File: config.mk
export PLATFORM = sky130hd
export DESIGN_NAME = mwd_top
export DESIGN_NICKNAME = d
export VERILOG_FILES = /design/src/hdl/mwd_mask_map.v /design/src/hdl/mwd_top.v
export VERILOG_INCLUDE_DIRS = /design/src /design/src/hdl
export SDC_FILE = /design/constraint.sdc
export NUM_CORES = 1
export LEC_CHECK = 0
export BUFFER_PORTS_ARGS = -buffer_cell sky130_fd_sc_hd__buf_4
export CAP_MARGIN = 25
export CORE_MARGIN = 2
export CORE_UTILIZATION = 44
export DETAILED_ROUTE_END_ITERATION = 8
export HOLD_SLACK_MARGIN = 0.1
export SYNTH_ARGS = -nofsm -noshare
export SYNTH_HDL_FRONTEND = slang
export SYNTH_HIERARCHICAL = 1
export SYNTH_SLANG_ARGS = --single-unit
File: constraint.sdc
create_clock -name mclk_i -period 2.66 [get_ports mclk_i]
set_clock_uncertainty 0.1 [all_clocks]
set_input_delay 0 -clock mclk_i [delete_from_list [all_inputs] [get_ports mclk_i]]
set_output_delay 0 -clock mclk_i [all_outputs]
set_load 0.1 [all_outputs]
File: src/hdl/mwd_defs.vh
/*
 * constants for the masked write command decode: command codes on the
 * decoded command pins, mask bit positions and output layout.
 * assumes the includer uses the names below only as plain sized literals.
 */
`ifndef MWD_DEFS_VH
`define MWD_DEFS_VH

// decoded command codes on cmd_i
`define MWD_CMD_NOP 3'h0
`define MWD_ROW_ACTIVATE_CMD 3'h1
`define MWD_UNMASKED_WRITE_CMD 3'h2
`define MWD_DOUBLEBYTE_MASKED_WRITE_CMD 3'h3
`define MWD_SINGLEBYTE_MASKED_WRITE_CMD 3'h4
`define MWD_CMD_DESEL 3'h7

// pin widths
`define MWD_ADDR_W 12
`define MWD_BANK_W 4

// mask gathered on a ck rising edge: bit n of the rise vector
`define MWD_RB_A10 0
`define MWD_RB_A9 1
`define MWD_RB_BA0 2
`define MWD_RB_BA3 3
`define MWD_RB_BA2 4
`define MWD_RB_BA1 5
`define MWD_RB_A11 6
`define MWD_RB_A8 7

// mask layout: bit = burst * lanes + byte lane
`define MWD_LANES 4
`define MWD_BURSTS 8
`define MWD_MASK_W 32

// mask value meaning per bit
`define MWD_MASK_WRITE 1'b0
`define MWD_MASK_INHIBIT 1'b1

// one mask cycle kind given to the map
`define MWD_KIND_DBL 2'h0
`define MWD_KIND_SGL1 2'h1
`define MWD_KIND_SGL2 2'h2

`endif

File: src/hdl/mwd_mask_map.v
/*
 * maps one mask command cycle (rising and complementary edge bits) onto
 * the 32 byte/burst mask bits of a burst of eight.
 * assumes rise_i/fall_i already gathered from the pins; purely combinational.
 */
`timescale 1ns/1ps
`default_nettype none
`include "mwd_defs.vh"

module mwd_mask_map (
	input wire [7:0] rise_i,
	input wire [7:0] fall_i,
	input wire [1:0] kind_i,
	input wire x16_i,
	input wire mirror_i,
	output wire [`MWD_MASK_W-1:0] mask_o
);
	reg lo_en;
	reg hi_en;

	// lo_en selects lanes 0/2, hi_en lanes 1/3 for groups 0/1
	always @* begin
		lo_en = 1'b0;
		hi_en = 1'b0;
		case (kind_i)
			`MWD_KIND_DBL: begin
				lo_en = ~x16_i | ~mirror_i;
				hi_en = ~x16_i | mirror_i;
			end
			`MWD_KIND_SGL1: begin
				lo_en = ~(x16_i & mirror_i);
			end
			`MWD_KIND_SGL2: begin
				hi_en = ~(x16_i & ~mirror_i);
			end
			default: begin
				lo_en = 1'b0;
				hi_en = 1'b0;
			end
		endcase
	end

	genvar b;
	generate
		for (b = 0; b < 4; b = b + 1) begin : g_burst
			// bursts 0-3 from the ck edge, 4-7 from the ck# edge
			assign mask_o[b*4+0] = rise_i[b] & lo_en;
			assign mask_o[b*4+1] = rise_i[b] & hi_en;
			assign mask_o[b*4+2] = rise_i[b+4] & lo_en;
			assign mask_o[b*4+3] = rise_i[b+4] & hi_en;
			assign mask_o[(b+4)*4+0] = fall_i[b] & lo_en;
			assign mask_o[(b+4)*4+1] = fall_i[b] & hi_en;
			assign mask_o[(b+4)*4+2] = fall_i[b+4] & lo_en;
			assign mask_o[(b+4)*4+3] = fall_i[b+4] & hi_en;
		end
	endgenerate

endmodule // mwd_mask_map

`default_nettype wire

File: src/hdl/mwd_top.v
/*
 * masked write command decode: samples the command clock and command and
 * address pins, recognises the three write variants, gathers mask cycles
 * and presents per-byte, per-burst mask and write enables for the burst.
 * assumes ck_i, cmd_i, addr_i, bank_i come from pins (asynchronous to mclk_i),
 * ck_i slow enough for at least two mclk samples per half period.
 */
`timescale 1ns/1ps
`default_nettype none
`include "mwd_defs.vh"

module mwd_top (
	input wire mclk_i,
	input wire rst_n_i,
	input wire ck_i,
	input wire [2:0] cmd_i,
	input wire [`MWD_ADDR_W-1:0] addr_i,
	input wire [`MWD_BANK_W-1:0] bank_i,
	input wire x16_i,
	input wire mirror_i,
	output reg write_done_o,
	output reg [2:0] write_cmd_o,
	output reg [`MWD_ADDR_W-1:0] write_addr_o,
	output reg [`MWD_BANK_W-1:0] write_bank_o,
	output reg [`MWD_MASK_W-1:0] write_mask_flag_o,
	output reg [`MWD_MASK_W-1:0] byte_we_o,
	output reg cmd_gap_err_o
);
	localparam [5:0] S_IDLE = 6'b000001;
	localparam [5:0] S_CMDF = 6'b000010;
	localparam [5:0] S_M1R = 6'b000100;
	localparam [5:0] S_M1F = 6'b001000;
	localparam [5:0] S_M2R = 6'b010000;
	localparam [5:0] S_M2F = 6'b100000;

	// gathers the eight rising-edge mask pins into their bit order
	function [7:0] rise_gather;
		input [`MWD_ADDR_W-1:0] a;
		input [`MWD_BANK_W-1:0] ba;
		begin
			rise_gather = 8'h00;
			rise_gather[`MWD_RB_A10] = a[10];
			rise_gather[`MWD_RB_A9] = a[9];
			rise_gather[`MWD_RB_BA0] = ba[0];
			rise_gather[`MWD_RB_BA3] = ba[3];
			rise_gather[`MWD_RB_BA2] = ba[2];
			rise_gather[`MWD_RB_BA1] = ba[1];
			rise_gather[`MWD_RB_A11] = a[11];
			rise_gather[`MWD_RB_A8] = a[8];
		end
	endfunction

	// true for commands allowed on the mask cycles of a write
	function is_idle_cmd;
		input [2:0] c;
		begin
			is_idle_cmd = (c == `MWD_CMD_NOP) || (c == `MWD_CMD_DESEL);
		end
	endfunction

	// two-flop synchronisers; ck gets a third flop for edge finding
	reg ck_m_r;
	reg ck_s_r;
	reg ck_d_r;
	reg [2:0] cmd_m_r;
	reg [2:0] cmd_s_r;
	reg [`MWD_ADDR_W-1:0] addr_m_r;
	reg [`MWD_ADDR_W-1:0] addr_s_r;
	reg [`MWD_BANK_W-1:0] bank_m_r;
	reg [`MWD_BANK_W-1:0] bank_s_r;

	always @(posedge mclk_i or negedge rst_n_i) begin
		if (!rst_n_i) begin
			ck_m_r <= 1'b0;
			ck_s_r <= 1'b0;
			ck_d_r <= 1'b0;
			cmd_m_r <= `MWD_CMD_NOP;
			cmd_s_r <= `MWD_CMD_NOP;
			addr_m_r <= {`MWD_ADDR_W{1'b0}};
			addr_s_r <= {`MWD_ADDR_W{1'b0}};
			bank_m_r <= {`MWD_BANK_W{1'b0}};
			bank_s_r <= {`MWD_BANK_W{1'b0}};
		end else begin
			ck_m_r <= ck_i;
			ck_s_r <= ck_m_r;
			ck_d_r <= ck_s_r;
			cmd_m_r <= cmd_i;
			cmd_s_r <= cmd_m_r;
			addr_m_r <= addr_i;
			addr_s_r <= addr_m_r;
			bank_m_r <= bank_i;
			bank_s_r <= bank_m_r;
		end
	end

	// pins were sampled alongside ck, so they are aligned with its edge
	wire ck_rise = ck_s_r & ~ck_d_r;
	wire ck_fall = ~ck_s_r & ck_d_r;
	wire [7:0] fall_bits = addr_s_r[7:0];

	reg [5:0] state_r;
	reg [5:0] state_nxt;
	reg [2:0] kind_r;
	reg [7:0] rise_r;
	reg [`MWD_ADDR_W-1:0] wa_r;
	reg [`MWD_BANK_W-1:0] wb_r;
	reg [`MWD_MASK_W-1:0] acc_r;
	reg [1:0] map_kind;
	reg finish;

	wire [`MWD_MASK_W-1:0] cyc_mask;

	// mask cycle decode never looks at error detect return setting
	mwd_mask_map u_map (
		.rise_i(rise_r),
		.fall_i(fall_bits),
		.kind_i(map_kind),
		.x16_i(x16_i),
		.mirror_i(mirror_i),
		.mask_o(cyc_mask)
	);

	always @* begin
		state_nxt = state_r;
		finish = 1'b0;
		map_kind = `MWD_KIND_DBL;
		case (state_r)
			S_IDLE: begin
				// row activate and other commands belong to the row logic
				if (ck_rise && (cmd_s_r == `MWD_UNMASKED_WRITE_CMD ||
					cmd_s_r == `MWD_DOUBLEBYTE_MASKED_WRITE_CMD ||
					cmd_s_r == `MWD_SINGLEBYTE_MASKED_WRITE_CMD)) begin
					state_nxt = S_CMDF;
				end
			end
			S_CMDF: begin
				if (ck_fall) begin
					if (kind_r == `MWD_UNMASKED_WRITE_CMD) begin
						state_nxt = S_IDLE;
						finish = 1'b1;
					end else begin
						state_nxt = S_M1R;
					end
				end
			end
			S_M1R: begin
				if (ck_rise) begin
					state_nxt = S_M1F;
				end
			end
			S_M1F: begin
				map_kind = (kind_r == `MWD_SINGLEBYTE_MASKED_WRITE_CMD) ? `MWD_KIND_SGL1 : `MWD_KIND_DBL;
				if (ck_fall) begin
					if (kind_r == `MWD_SINGLEBYTE_MASKED_WRITE_CMD) begin
						state_nxt = S_M2R;
					end else begin
						state_nxt = S_IDLE;
						finish = 1'b1;
					end
				end
			end
			S_M2R: begin
				map_kind = `MWD_KIND_SGL2;
				if (ck_rise) begin
					state_nxt = S_M2F;
				end
			end
			S_M2F: begin
				map_kind = `MWD_KIND_SGL2;
				if (ck_fall) begin
					state_nxt = S_IDLE;
					finish = 1'b1;
				end
			end
			default: begin
				state_nxt = S_IDLE;
			end
		endcase
	end

	wire in_mask_rise = ck_rise && (state_r == S_M1R || state_r == S_M2R);
	wire mask_fall = ck_fall && (state_r == S_M1F || state_r == S_M2F);
	// accumulated mask including the cycle being closed this edge
	wire [`MWD_MASK_W-1:0] acc_now = mask_fall ? (acc_r | cyc_mask) : acc_r;

	always @(posedge mclk_i or negedge rst_n_i) begin
		if (!rst_n_i) begin
			state_r <= S_IDLE;
			kind_r <= `MWD_CMD_NOP;
			rise_r <= 8'h00;
			wa_r <= {`MWD_ADDR_W{1'b0}};
			wb_r <= {`MWD_BANK_W{1'b0}};
			acc_r <= {`MWD_MASK_W{1'b0}};
		end else begin
			state_r <= state_nxt;
			if (state_r == S_IDLE && state_nxt == S_CMDF) begin
				kind_r <= cmd_s_r;
				wa_r <= addr_s_r;
				wb_r <= bank_s_r;
				acc_r <= {`MWD_MASK_W{`MWD_MASK_WRITE}};
			end else begin
				acc_r <= acc_now;
			end
			// mask bits share the address pins with the command
			if (in_mask_rise) begin
				rise_r <= rise_gather(addr_s_r, bank_s_r);
			end
		end
	end

	// mask cycles must carry nop or deselect; the burst is kept regardless
	wire gap_bad = in_mask_rise && !is_idle_cmd(cmd_s_r);

	always @(posedge mclk_i or negedge rst_n_i) begin
		if (!rst_n_i) begin
			write_done_o <= 1'b0;
			write_cmd_o <= `MWD_CMD_NOP;
			write_addr_o <= {`MWD_ADDR_W{1'b0}};
			write_bank_o <= {`MWD_BANK_W{1'b0}};
			write_mask_flag_o <= {`MWD_MASK_W{1'b0}};
			byte_we_o <= {`MWD_MASK_W{1'b0}};
			cmd_gap_err_o <= 1'b0;
		end else begin
			write_done_o <= finish;
			cmd_gap_err_o <= gap_bad;
			if (finish) begin
				write_cmd_o <= kind_r;
				write_addr_o <= wa_r;
				write_bank_o <= wb_r;
				write_mask_flag_o <= acc_now;
				byte_we_o <= ~acc_now;
			end
		end
	end

endmodule // mwd_top

`default_nettype wire

# After elaboration in Yosys (flattened, before gate mapping)
# Index checks and enable logic that the tools add are counted.
# W data, S select, Z words.
[totals] out_inout_bits=85 word_cells=118 ff_bits=191 in_bits=24
[op_classes] muxes=21 eq_ne=15 n_reduce_logical=14 bitwise_logic=46
[op_table] op="$mux W32" n=2
[op_table] op="$and A1 B1 Y1" n=36
[op_table] op="$mux W6" n=6
[op_table] op="$pmux W6 S6" n=1
[op_table] op="$not A32 Y32" n=1
[op_table] op="$or A32 B32 Y32" n=1
[op_table] op="$eq A6 B2 Y1 const B" n=2
[op_table] op="$eq A3 B2 Y1 const B" n=3
[op_table] op="$eq A3 B3 Y1 const B" n=3
[op_table] op="$eq A6 B1 Y1 const B" n=1
[op_table] op="$eq A6 B3 Y1 const B" n=1
[op_table] op="$eq A6 B4 Y1 const B" n=1
[op_table] op="$eq A6 B5 Y1 const B" n=1
[op_table] op="$eq A6 B6 Y1 const B" n=1
[op_table] op="$mux W1" n=6
[op_table] op="$not A1 Y1" n=6
[op_table] op="$logic_and A1 B1 Y1" n=5
[op_table] op="$logic_or A1 B1 Y1" n=5
[op_table] op="$mux W5" n=1
[op_table] op="$pmux W1 S2" n=2
[op_table] op="$pmux W2 S2" n=1
[op_table] op="$logic_not A3 Y1" n=1
[op_table] op="$mux W3" n=1
[op_table] op="$pmux W1 S3" n=1
[op_table] op="6 further kinds" n=7

# Depth between registers and ports, before layout
# Gate-level depths: netlist (run 1).
[logic_depth] ltp_word=9 mapped_depth=9 ltp_nobuf=7

# Cells and area by module
# Netlist (run 1), hierarchy kept.
[by_module_without_submodules] module="mwd_top" cells_per_inst=472 area_each_um2=6877.8 seq_area_each_um2=4780.8 n_inst=1
[by_module_without_submodules] module="mwd_mask_map" cells_per_inst=39 area_each_um2=331.6 seq_area_each_um2=0.0 n_inst=1

# Least setup slack after synthesis (run 1)
# OpenSTA, ideal clock, no wires.
[synth_path] path_kind="flip-flop to flip-flop" start="reg state_r[2]" end="reg write_addr_o[10]" stages_incl_launch_ff=8 setup_ns=0.128 setup_slack_ns=0.523 period_less_slack_ns=2.137 required_time_ns=2.432 n_path_buf=3 t_arrival_ns=1.909 path_cell_list="dfrtp_1 -> buf_2 -> nor4_1 -> o2111ai_1 -> a32oi_2 -> buf_4 -> buf_6 -> mux2_1"
[synth_between] elab_chain_len=2 elab_cells_between_ends=4 classes_between="eq/ne: 3; mux: 1"
[synth_rtl] element="from (decl)" line_no="mwd_top.v:101" source="reg [5:0] state_r;"
[synth_rtl] element="from (signal assigned)" line_no="mwd_top.v:195" source="state_r <= state_nxt;"
[synth_rtl] element="$eq A6 B6 Y1, or another cell as far along" line_no="mwd_top.v:127" source="case (state_r)"
[synth_rtl] element="$pmux W1 S3 (*)" line_no="mwd_top.v:127"
[synth_rtl] element="to (signal assigned)" line_no="mwd_top.v:218" source="write_addr_o <= {`MWD_ADDR_W{1'b0}};"
[synth_rtl] element="to (signal assigned)" line_no="mwd_top.v:228" source="write_addr_o <= wa_r;"
[synth_rtl] element="to (decl)" line_no="mwd_top.v:23" source="output reg [`MWD_ADDR_W-1:0] write_addr_o,"
# Mark *: on every way between the ends. The rest lies on a longest branch, timed or not.
# A chain may end at the register's enable or synchronous reset.

# Final worst setup path (run 1)
[layout_path] start="reg state_r[2]" end="reg byte_we_o[7]"
[layout_between] elab_chain_len=9 elab_cells_between_ends=16 classes_between="eq/ne: 5; mux: 4; bitwise: 3; reduce/logical: 4"
[layout_rtl] element="$eq A6 B5 Y1 or $eq A6 B6 Y1 (tied branches)" line_no="mwd_top.v:127, mwd_top.v:182"
[layout_rtl] element="$reduce_or A2 Y1 (no source line)"
[layout_rtl] element="$pmux W2 S2" line_no="mwd_top.v:127"
[layout_rtl] element="$eq A2 B2 Y1 or $logic_not A2 Y1 (tied branches)" line_no="mwd_mask_map.v:25" source="case (kind_i)"
[layout_rtl] element="$pmux W1 S2" line_no="mwd_mask_map.v:25"
[layout_rtl] element="$and A1 B1 Y1" line_no="mwd_mask_map.v:50" source="assign mask_o[b*4+3] = rise_i[b+4] & hi_en;"
[layout_rtl] element="$or A32 B32 Y32" line_no="mwd_top.v:184" source="wire [`MWD_MASK_W-1:0] acc_now = mask_fall ? (acc_r | cyc_mask) : acc_r;"
[layout_rtl] element="$mux W32" line_no="mwd_top.v:184"
[layout_rtl] element="$not A32 Y32" line_no="mwd_top.v:231" source="byte_we_o <= ~acc_now;"
[layout_rtl] element="to (signal assigned)" line_no="mwd_top.v:221" source="byte_we_o <= {`MWD_MASK_W{1'b0}};"
[layout_rtl] element="to (signal assigned)" line_no="mwd_top.v:231"
[layout_rtl] element="to (decl)" line_no="mwd_top.v:26" source="output reg [`MWD_MASK_W-1:0] byte_we_o,"
# Several ways; a longest one is shown, not always the timed one.

==> qor.txt, run 1 <==
Hold Crit Class: primary input to register
CP endpoint kind: register
WS Path Type: register to register
Fill count: 1305
Worst-path maximum fanout: 48
# setup viols final: 0
Crit path launch type: register
Port bufs: 108
Metal3 WL: 795 um
Reg area: 4780 um^2
Area occupied by multi-input gates: 2140 um^2
Total wire length: 14.0 mm
Hold Path Origin: bank_i[2]
Reg power frac: 0.378
Mapped Area: 7210 um^2
Area growth syn-to-layout: 27.5%
Reg2reg setup slack: 0.23 ns
Sw Share: 0.392
Final net count: 671
Root Buffer: clkbuf_16
Period Utilization, post-route: 0.913
Final slew viol count: 0
Global-route wire length before repair: 23.8 mm
Met2 WL post-DR: 6.81 mm
# IOs: 109
HPWL after DPL: 9.01 mm
Die width: 132 um
R2R Path End: byte_we_o[7]$_DFFE_PN0P_
Slew @ Worst Pin: 0.542 ns
Logic pwr share: 0.319
Pin count of the biggest net entering global routing: 68
Mapped Nets: 535
Most frequent cell after synthesis: dfrtp_1
Slew headroom: 0.638
Overflow after GRT: 0
Initial antenna violation count: 0
DRC Markers: 0
Reg2reg start: state_r[2]$_DFF_PN0_
Clk pwr share: 0.303
Via count: 4348
Prevailing post-synth register cell: dfrtp_1
ANT nets after route: 0
Gpl congestion: 0.782
Die Y: 132 um
Hold-critical path depth: 2
DRT met1 WL: 6.33 mm
Seq cells post-synth: 191
Sequential-to-total area share from yosys stat: 0.663
Post-synth EDFFs: 0
Die area: 17400 um^2
WP data arrival: 2.63 ns
N_diodes: 0
RSZ-0062 raised after global routing: no
Total negative slack: 0 ns
DRT iter0 DRCs: 171
Top-area cell type share of the netlist area: 0.659
# resized after CTS: 0
P_leak: 4.47 nW
Synth Area per Inst: 14.1 um^2
Status: finished, final reports clean
Peak VDD IR: 790 uV
Reg2Reg Depth: 5
Max H-tree Level: 4
Post-CTS Setup Repair Bufs: 0
Synth top cells by count: 190 x dfrtp_1, 62 x mux2_2, 39 x nor2_1, 34 x inv_1
Num CTS Buffers: 17
DR vias/cell: 4.96
Layout cells sized above 1: 0.350
Final Hold Fails: 0
Post-Place Cell Area: 8290 um^2
Sw power: 3.62 mW
Fin area: 9190 um^2
Post-synth cell types: 45
Async S/R FF share, synth: 1.00
Worst Path Required: 2.87 ns
Clk_lat worst skew: 0.43 ns
Syn Inst Count: 511
Vias in the first global route: 4588
Num Clock Sinks: 191
Max Cap Viol: 0
Clk pin slew, worst setup/hold paths: 0.07 ns
Fmax: 412 MHz
Pint: 5.61 mW
Largest cells by area after synthesis: dfrtp_1 66%, mux2_2 9.7%, mux2i_1 4.6%
P per Cell Area: 1000 nW/um^2
Top Layer Used: met4
Iteration count of the initial detailed-routing pass: 4
CTS tree: done
Final min period: 2.43 ns
Core box area: 15900 um^2
Tot GR Track Use: 0.173
Min Hold Slack: 0.127 ns
CTS max path bufs: 2
Post-synth top area cell: dfrtp_1
DR WL/cell: 16.0 um
Initial Util: 0.452
Row count: 46
Synth Warn #: 6
Hold path endpoint: bank_m_r[2]$_DFF_PN0_
-- cell type report --
| cell class | count | area share |
|---|---|---|
| timing repair buffer | 143 | 0.132 |
| inverter | 34 | 0.0139 |
| clock inverter | 12 | 0.0225 |
| tap | 216 | 0.0294 |
| sequential | 191 | 0.520 |
| multi-input combinational | 260 | 0.233 |
| clock buffer | 20 | 0.0486 |
-- sequential cells by signal, summed over array words and instances, names as in the netlist --
register / flops
kind_r: 3
cmd_s_r: 3
rise_r: 8
state_r: 6
ck_s_r: 1
bank_s_r: 4
cmd_gap_err_o: 1
write_bank_o: 4
write_cmd_o: 3
write_mask_flag_o: 32
ck_d_r: 1
addr_m_r: 12
addr_s_r: 12
ck_m_r: 1
cmd_m_r: 3
write_addr_o: 12
write_done_o: 1
wb_r: 4
bank_m_r: 4
wa_r: 12
byte_we_o: 32
acc_r: 32
-- per-layer routing --
| layer | track usage | vias to the layer above |
|---|---|---|
| met4 | 0.0562 | 0 |
| li1 | - | 1989 |
| met3 | 0.0527 | 8 |
| met5 | 0 | - |
| met1 | 0.230 | 2245 |
| met2 | 0.273 | 106 |
-- critical path: stages (launching register included) --
cell and delay [ns]:
dfrtp_1 0.48, nor4b_2 0.45, o211ai_1 0.22, a32oi_4 0.34, buf_12 0.32, mux2_2 0.37
-- cell usage in the layout, fill, tap and decap left out, types with 5 or more instances in the layout --
cell and count:
nor2_1 38, clkbuf_16 17, dlygate4sd3_1 25, dfrtp_1 190
mux2_2 62, buf_12 6, buf_4 111, and2_1 16
nor3b_2 10, bufinv_16 5, nor3b_1 7, mux2_1 16
inv_1 34, mux2i_1 33, a21oi_1 33
-- worst max-delay path by stage --
stage                     slack, ns  depth (start not counted)                  from                           end
final                          0.23                          5  state_r[2]$_DFF_PN0_      byte_we_o[7]$_DFFE_PN0P_
after global routing           0.06                          5  state_r[2]$_DFF_PN0_      byte_we_o[6]$_DFFE_PN0P_
after CTS                      0.23                          5  state_r[2]$_DFF_PN0_      byte_we_o[4]$_DFFE_PN0P_
after detailed placement       0.24                          5  state_r[2]$_DFF_PN0_      byte_we_o[4]$_DFFE_PN0P_
after global placement         0.36                          5  state_r[2]$_DFF_PN0_      byte_we_o[8]$_DFFE_PN0P_
after floorplan                0.52                          7  state_r[2]$_DFF_PN0_  write_addr_o[10]$_DFFE_PN0P_
-- repair_timing --
item / 4_1_cts / 5_1_grt
hold endpoints to repair: 214 / 1
setup endpoints to repair: 0 / 0
hold buffers: 24 / 1
-- kinds of logic after synthesis --
group | Yosys count | synth area share
xor+xnor | 2 | 0.00243
flops | 191 | 0.663
mux | 111 | 0.168
buf+inv | 60 | 0.0418
compound gates | 46 | 0.0391
simple gates | 101 | 0.0859
-- power by group through the flow --
stage | clock network (mW) | logic (mW) | registers (mW)
final | 2.80 | 2.95 | 3.49
after detailed placement | 0 | 2.94 | 3.55
after floorplan | 0 | 0.355 | 5.45
after CTS | 2.87 | 2.97 | 3.50
after global placement | 0 | 2.92 | 3.53
after global routing | 2.99 | 3.04 | 3.55
-- stage by stage --
stage                util  setup WS (ns)  std cells  total power, mW
CTS                 0.576          0.229        875             9.33
global placement    0.520          0.359        819             6.45
floorplan               -          0.523        511             5.81
finish              0.577          0.233        876             9.24
global route        0.577         0.0550        876             9.58
detailed placement  0.520          0.245        819             6.48
(Power assumes the default switching activity.)
==> inputs of run 2 (changes only) <==
==> constraint.sdc (replaced) <==
create_clock -name mclk_i -period 2.66 [get_ports mclk_i]
set_clock_uncertainty 0.1 [all_clocks]
set_input_delay 0.266 -clock mclk_i [delete_from_list [all_inputs] [get_ports mclk_i]]
set_output_delay 0.266 -clock mclk_i [all_outputs]
set_load 0.1 [all_outputs]
==> run 2 against run 1 <==
Effect of this change: routed wire length decreased by 3.2%; sequential cell count stayed put; power decreased by 2.2%; non-clock buffer count decreased by 3; count of clock-buffer cells in the layout down 1; cell count is 0.34% lower; via count down 1.9%; clock power is 7.1% lower; critical path depth is the same; critical path type unchanged; critical endpoint is now byte_we_o[15]$_DFFE_PN0P_; largest cell class unchanged.
==> qor.txt, run 2 (synthesis gave the netlist of run 1 again) <==
Crit path launch type: register
ANT nets after route: 0 (unchanged)
Num CTS Buffers: 17 (unchanged)
P per Cell Area: 990 nW/um^2 (-1.5%)
Fmax: 399 MHz (-3.0%)
Final slew viol count: 0 (unchanged)
Total negative slack: 0 ns (unchanged)
Sw Share: 0.401 (+0.00923)
Overflow after GRT: 0 (unchanged)
Gpl congestion: 0.784 (+0.27%)
Period Utilization, post-route: 0.941 (+0.0286)
N_diodes: 0 (unchanged)
Post-Place Cell Area: 8310 um^2 (+0.18%)
Die Y: 132 um (unchanged)
Pint: 5.41 mW (-3.7%)
Clk pwr share: 0.287 (-0.016)
CTS tree: done
Commonest non-fill, non-tap cells in the layout: 190 x dfrtp_1, 111 x buf_4, 62 x mux2_2
Layout cells sized above 1: 0.353 (+0.00312)
WS Path Type: register to register
Clk pin slew, worst setup/hold paths: 0.07 ns (about the same)
R2R Path End: byte_we_o[15]$_DFFE_PN0P_
Reg2reg setup slack: 0.16 ns (-0.08 ns)
WP data arrival: 2.71 ns (+0.08 ns)
Initial Util: 0.452 (unchanged)
Worst-path maximum fanout: 52 (+8.3%)
Initial antenna violation count: 0 (unchanged)
Core box area: 15900 um^2 (unchanged)
Clk_lat worst skew: 0.43 ns (about the same)
Max H-tree Level: 4 (unchanged)
P_leak: 4.44 nW (-0.81%)
CP endpoint kind: register
Die width: 132 um (unchanged)
Hold Crit Class: primary input to asynchronous set/reset pin
HPWL after DPL: 8.93 mm (-0.82%)
CTS max path bufs: 2 (unchanged)
Final net count: 668 (-0.45%)
Total wire length: 13.6 mm (-3.2%)
Sw power: 3.63 mW (+0.12%)
Logic pwr share: 0.326 (+0.007)
Row count: 46 (unchanged)
Area growth syn-to-layout: 26.6%
Via count: 4267 (-1.9%)
Reg2Reg Depth: 5 (unchanged)
Reg power frac: 0.387 (+0.009)
Num Clock Sinks: 191 (unchanged)
Tot GR Track Use: 0.166 (-0.00653)
Pin count of the biggest net entering global routing: 96 (+41%)
# setup viols final: 0 (unchanged)
Peak VDD IR: 664 uV (-16%)
Slew @ Worst Pin: 0.615 ns (+0.0721 ns)
Final Hold Fails: 0 (unchanged)
Most common cell after layout, fill and taps aside: dfrtp_1
# IOs: 109 (unchanged)
Slew headroom: 0.588 (-0.0499)
DR vias/cell: 4.89 (-1.5%)
Root Buffer: clkbuf_16
Max Cap Viol: 0 (unchanged)
Status: finished, final reports clean
DRT iter0 DRCs: 155 (-9.4%)
Reg2reg start: state_r[2]$_DFF_PN0_
Inst Count DP: 820 (+0.12%)
Global-route wire length before repair: 23.1 mm (-3.0%)
Final min period: 2.50 ns (+0.0760 ns)
Vias in the first global route: 4591 (+0.065%)
Worst Path Required: 2.87 ns (about the same)
RSZ-0062 raised after global routing: no
Iteration count of the initial detailed-routing pass: 4 (unchanged)
Die area: 17400 um^2 (unchanged)
DRC Markers: 0 (unchanged)
Regs by FF count: acc_r x32, byte_we_o x32, write_mask_flag_o x32
Port bufs: 108 (unchanged)
DR WL/cell: 15.6 um (-2.9%)
Layout Cells excl Fill: 873 (-0.34%)
Fin area: 9130 um^2 (-0.73%)
[run 2: cell types whose count changed in the layout (fill, tap and decap cells not counted), sizes merged]
cell	delta
inv	+2
bufinv	-2
clkinvlp	+2
dlygate4sd3	-4
buf	+1
clkinv	-1
clkbuf	-1
[run 2: per-layer routing]
layer  part of all wire  GRT usage
met1               0.45      0.212
met2               0.48      0.271
met3              0.056     0.0581
met4              0.011     0.0483
met5                  0          0
[run 2: how the worst max path moves through the flow]
| stage | from | cells past startpoint | to | slack, ns |
|---|---|---|---|---|
| final | state_r[2]$_DFF_PN0_ | 5 | byte_we_o[15]$_DFFE_PN0P_ | 0.16 |
| after global routing | state_r[3]$_DFF_PN0_ | 5 | byte_we_o[14]$_DFFE_PN0P_ | 0.004 |
| after CTS | state_r[2]$_DFF_PN0_ | 5 | byte_we_o[14]$_DFFE_PN0P_ | 0.18 |
| after detailed placement | state_r[2]$_DFF_PN0_ | 5 | byte_we_o[14]$_DFFE_PN0P_ | 0.20 |
| after global placement | state_r[2]$_DFF_PN0_ | 5 | byte_we_o[11]$_DFFE_PN0P_ | 0.35 |
| after floorplan | state_r[2]$_DFF_PN0_ | 7 | write_addr_o[10]$_DFFE_PN0P_ | 0.52 |
[run 2: critical path: stages, from the launching register on]
cell	delay (ns)
dfrtp_1	0.48
nor4_1	0.47
o2111ai_1	0.24
a32oi_4	0.36
buf_12	0.34
mux2_2	0.38
[run 2: layout make-up]
cell class | instances | area (um^2)
clock inverter | 13 | 178
sequential | 191 | 4780
timing repair buffer | 140 | 1190
multi-input combinational | 260 | 2140
clock buffer | 19 | 433
tap | 216 | 270
inverter | 34 | 128
fill | 1333 | 6820
[run 2: repair_timing]
| action | 4_1_cts | 5_1_grt |
|---|---|---|
| buffers inserted | 0 | 0 |
| endpoints found under the hold margin | 210 | 0 |
| resized for setup | 0 | 0 |
| hold buffers | 21 | 0 |
[run 2: stage by stage]
stage	utilization	power (mW)	hold WS [ns]	setup WS (ns)
final	0.572	9.04	0.132	0.157
after CTS	0.572	9.14	0.117	0.179
after detailed placement	0.521	6.49	0.00733	0.200
after floorplan	-	5.81	-0.130	0.523
after global routing	0.572	9.39	0.123	0.00372
after global placement	0.520	6.45	0.00677	0.346
[run 2: power groups by stage]
| stage | Sequential [mW] | Combinational [mW] | Clock (mW) |
|---|---|---|---|
| 2_1_floorplan | 5.45 | 0.355 | 0 |
| 3_3_place_gp | 3.54 | 2.91 | 0 |
| 3_5_place_dp | 3.55 | 2.94 | 0 |
| 4_1_cts | 3.50 | 2.97 | 2.67 |
| 5_1_grt | 3.55 | 3.04 | 2.80 |
| 6_report | 3.49 | 2.94 | 2.60 |
==> inputs of run 3 (changes only) <==
--- a/config.mk
+++ b/config.mk
@@ -12,6 +12,8 @@
 export CORE_UTILIZATION = 44
 export DETAILED_ROUTE_END_ITERATION = 8
 export HOLD_SLACK_MARGIN = 0.1
+export MAX_ROUTING_LAYER = met4
+export REMOVE_ABC_BUFFERS = 1
 export SYNTH_ARGS = -nofsm -noshare
 export SYNTH_HDL_FRONTEND = slang
 export SYNTH_HIERARCHICAL = 1
==> run 3 against run 2 <==
Effect of this change: fmax increased by 2.4%; via count rose by 0.23%; sequential share of layout area down 0.16 points; critical path depth unchanged; cell count unchanged; power increased by 1.7%; count of clock-buffer cells in the layout grew 1; combinational power barely moved; first-iteration DRC count up 120%; largest power group unchanged; highest routed layer unchanged.
==> qor.txt, run 3 (synthesis gave the netlist of run 1 again) <==
Core box area: 15900 um^2 (unchanged)
N_diodes: 0 (unchanged)
Row count: 46 (unchanged)
CTS tree: done
Worst-path maximum fanout: 50 (-3.8%)
Buf/Inv on CP: 1 (unchanged)
Num CTS Buffers: 17 (unchanged)
Root Buffer: clkbuf_16
CP cell instances: nor4_1 > nand3_1 > a32oi_4 > buf_12 > mux2_2
Period Utilization, post-route: 0.919 (-0.0218)
Max Cap Viol: 0 (unchanged)
Via count: 4277 (+0.23%)
Final min period: 2.45 ns (-0.0581 ns)
Tot GR Track Use: 0.178 (+0.0115)
Clk pin slew, worst setup/hold paths: 0.06 ns (about the same)
Pin count of the biggest net entering global routing: 77 (-20%)
Port bufs: 108 (unchanged)
Worst Path Required: 2.86 ns (about the same)
Peak VDD IR: 544 uV (-18%)
Initial antenna violation count: 0 (unchanged)
Reg2reg setup slack: 0.21 ns (+0.06 ns)
Final Hold Fails: 0 (unchanged)
P per Cell Area: 1000 nW/um^2 (+1.4%)
DR WL/cell: 16.1 um (+3.7%)
Global-route wire length before repair: 23.7 mm (+2.6%)
Vias in the first global route: 4511 (-1.7%)
Most common cell after layout, fill and taps aside: dfrtp_1
HPWL after DPL: 9.04 mm (+1.2%)
Pwr Total: 9.19 mW (+1.7%)
Max H-tree Level: 4 (unchanged)
CTS max path bufs: 2 (unchanged)
Post-CTS Setup Repair Bufs: 0 (unchanged)
Largest stage delay, worst path: 0.51 ns (+0.03 ns)
Final net count: 669 (+0.15%)
RSZ-0062 raised after global routing: no
Die width: 132 um (unchanged)
Crit-path leading delay family: simple AND/OR/NAND/NOR gates
# setup viols final: 0 (unchanged)
DRC Markers: 0 (unchanged)
Fin util: 0.574 (+0.00180)
Final slew viol count: 0 (unchanged)
Total wire length: 14.1 mm (+3.7%)
Overflow after GRT: 0 (unchanged)
DRT iter0 DRCs: 347 (+120%)
Crit path launch type: register
Area growth syn-to-layout: 27.0%
# IOs: 109 (unchanged)
Hold Crit Class: register to register
Regs by FF count: acc_r x32, byte_we_o x32, write_mask_flag_o x32
Clk_lat worst skew: 0.42 ns (about the same)
P_leak: 4.45 nW (+0.36%)
Layout cells sized above 1: 0.355 (+0.00152)
CP max stage cell: nor4_1
WP data arrival: 2.65 ns (-0.06 ns)
Gpl congestion: 0.793 (+1.1%)
ANT nets after route: 0 (unchanged)
Fmax: 409 MHz (+2.4%)
Die Y: 132 um (unchanged)
Num Clock Sinks: 191 (unchanged)
DR vias/cell: 4.90 (+0.23%)
Commonest non-fill, non-tap cells in the layout: 190 x dfrtp_1, 113 x buf_4, 62 x mux2_2
WS Path Type: register to register
Slew headroom: 0.590 (+0.00111)
Iteration count of the initial detailed-routing pass: 4 (unchanged)
CP endpoint kind: register
Fill count: 1315 (-1.4%)
Status: finished, final reports clean
Slew @ Worst Pin: 0.616 ns (+0.00112 ns)
Initial Util: 0.452 (unchanged)
Die area: 17400 um^2 (unchanged)
run 3: repair_timing:
action | 4_1_cts | 5_1_grt
resized for setup | 0 | 0
hold buffers | 21 | 0
hold endpoints to repair | 91 | 0
run 3: path summary, 6_finish.rpt:
path                                 startpoint                           endpoint  cells after the start
hold / removal             cmd_m_r[0]$_DFF_PN0_               cmd_s_r[0]$_DFF_PN0_                      0
setup reg to reg           state_r[2]$_DFF_PN0_          byte_we_o[27]$_DFFE_PN0P_                      5
min in group asynchronous               rst_n_i  write_mask_flag_o[12]$_DFFE_PN0P_                      2
max in group asynchronous               rst_n_i               state_r[0]$_DFF_PN1_                      3
hold reg to reg            cmd_m_r[0]$_DFF_PN0_               cmd_s_r[0]$_DFF_PN0_                      0
setup / recovery           state_r[2]$_DFF_PN0_          byte_we_o[27]$_DFFE_PN0P_                      5
run 3: through the flow:
stage	TNS, ns	hold slack (ns)	setup WS [ns]	cells	instance area, um^2
6_report	0	0.247	0.215	873	9160
5_1_grt	0	0.257	0.0365	873	9160
4_1_cts	0	0.249	0.204	873	9160
3_5_place_dp	0	0.225	0.241	821	8300
3_3_place_gp	0	0.223	0.326	820	8290
2_1_floorplan	-161.65	-0.130	-1.97	485	7040
run 3: final cells by class:
| class | count | area (um^2) | share of cell area |
|---|---|---|---|
| well taps | 216 | 270 | 0.0295 |
| clock inverters | 11 | 188 | 0.0205 |
| multi-input cells | 260 | 2140 | 0.234 |
| inverters | 34 | 128 | 0.0139 |
| flip-flops and latches | 191 | 4780 | 0.522 |
| repair buffers | 141 | 1190 | 0.130 |
| clock buffers | 20 | 457 | 0.0499 |
run 3: power breakdown:
part | total, mW | switching (mW) | internal, mW
sequential | 3.50 | 0.221 | 3.28
clock | 2.74 | 1.03 | 1.71
combinational | 2.95 | 2.32 | 0.624
total | 9.19 | 3.57 | 5.61
run 3: layer usage:
layer  track usage  part of all wire
met5             -                 0
met4        0.0574             0.014
met3        0.0400             0.035
met2         0.290              0.51
met1         0.221              0.44
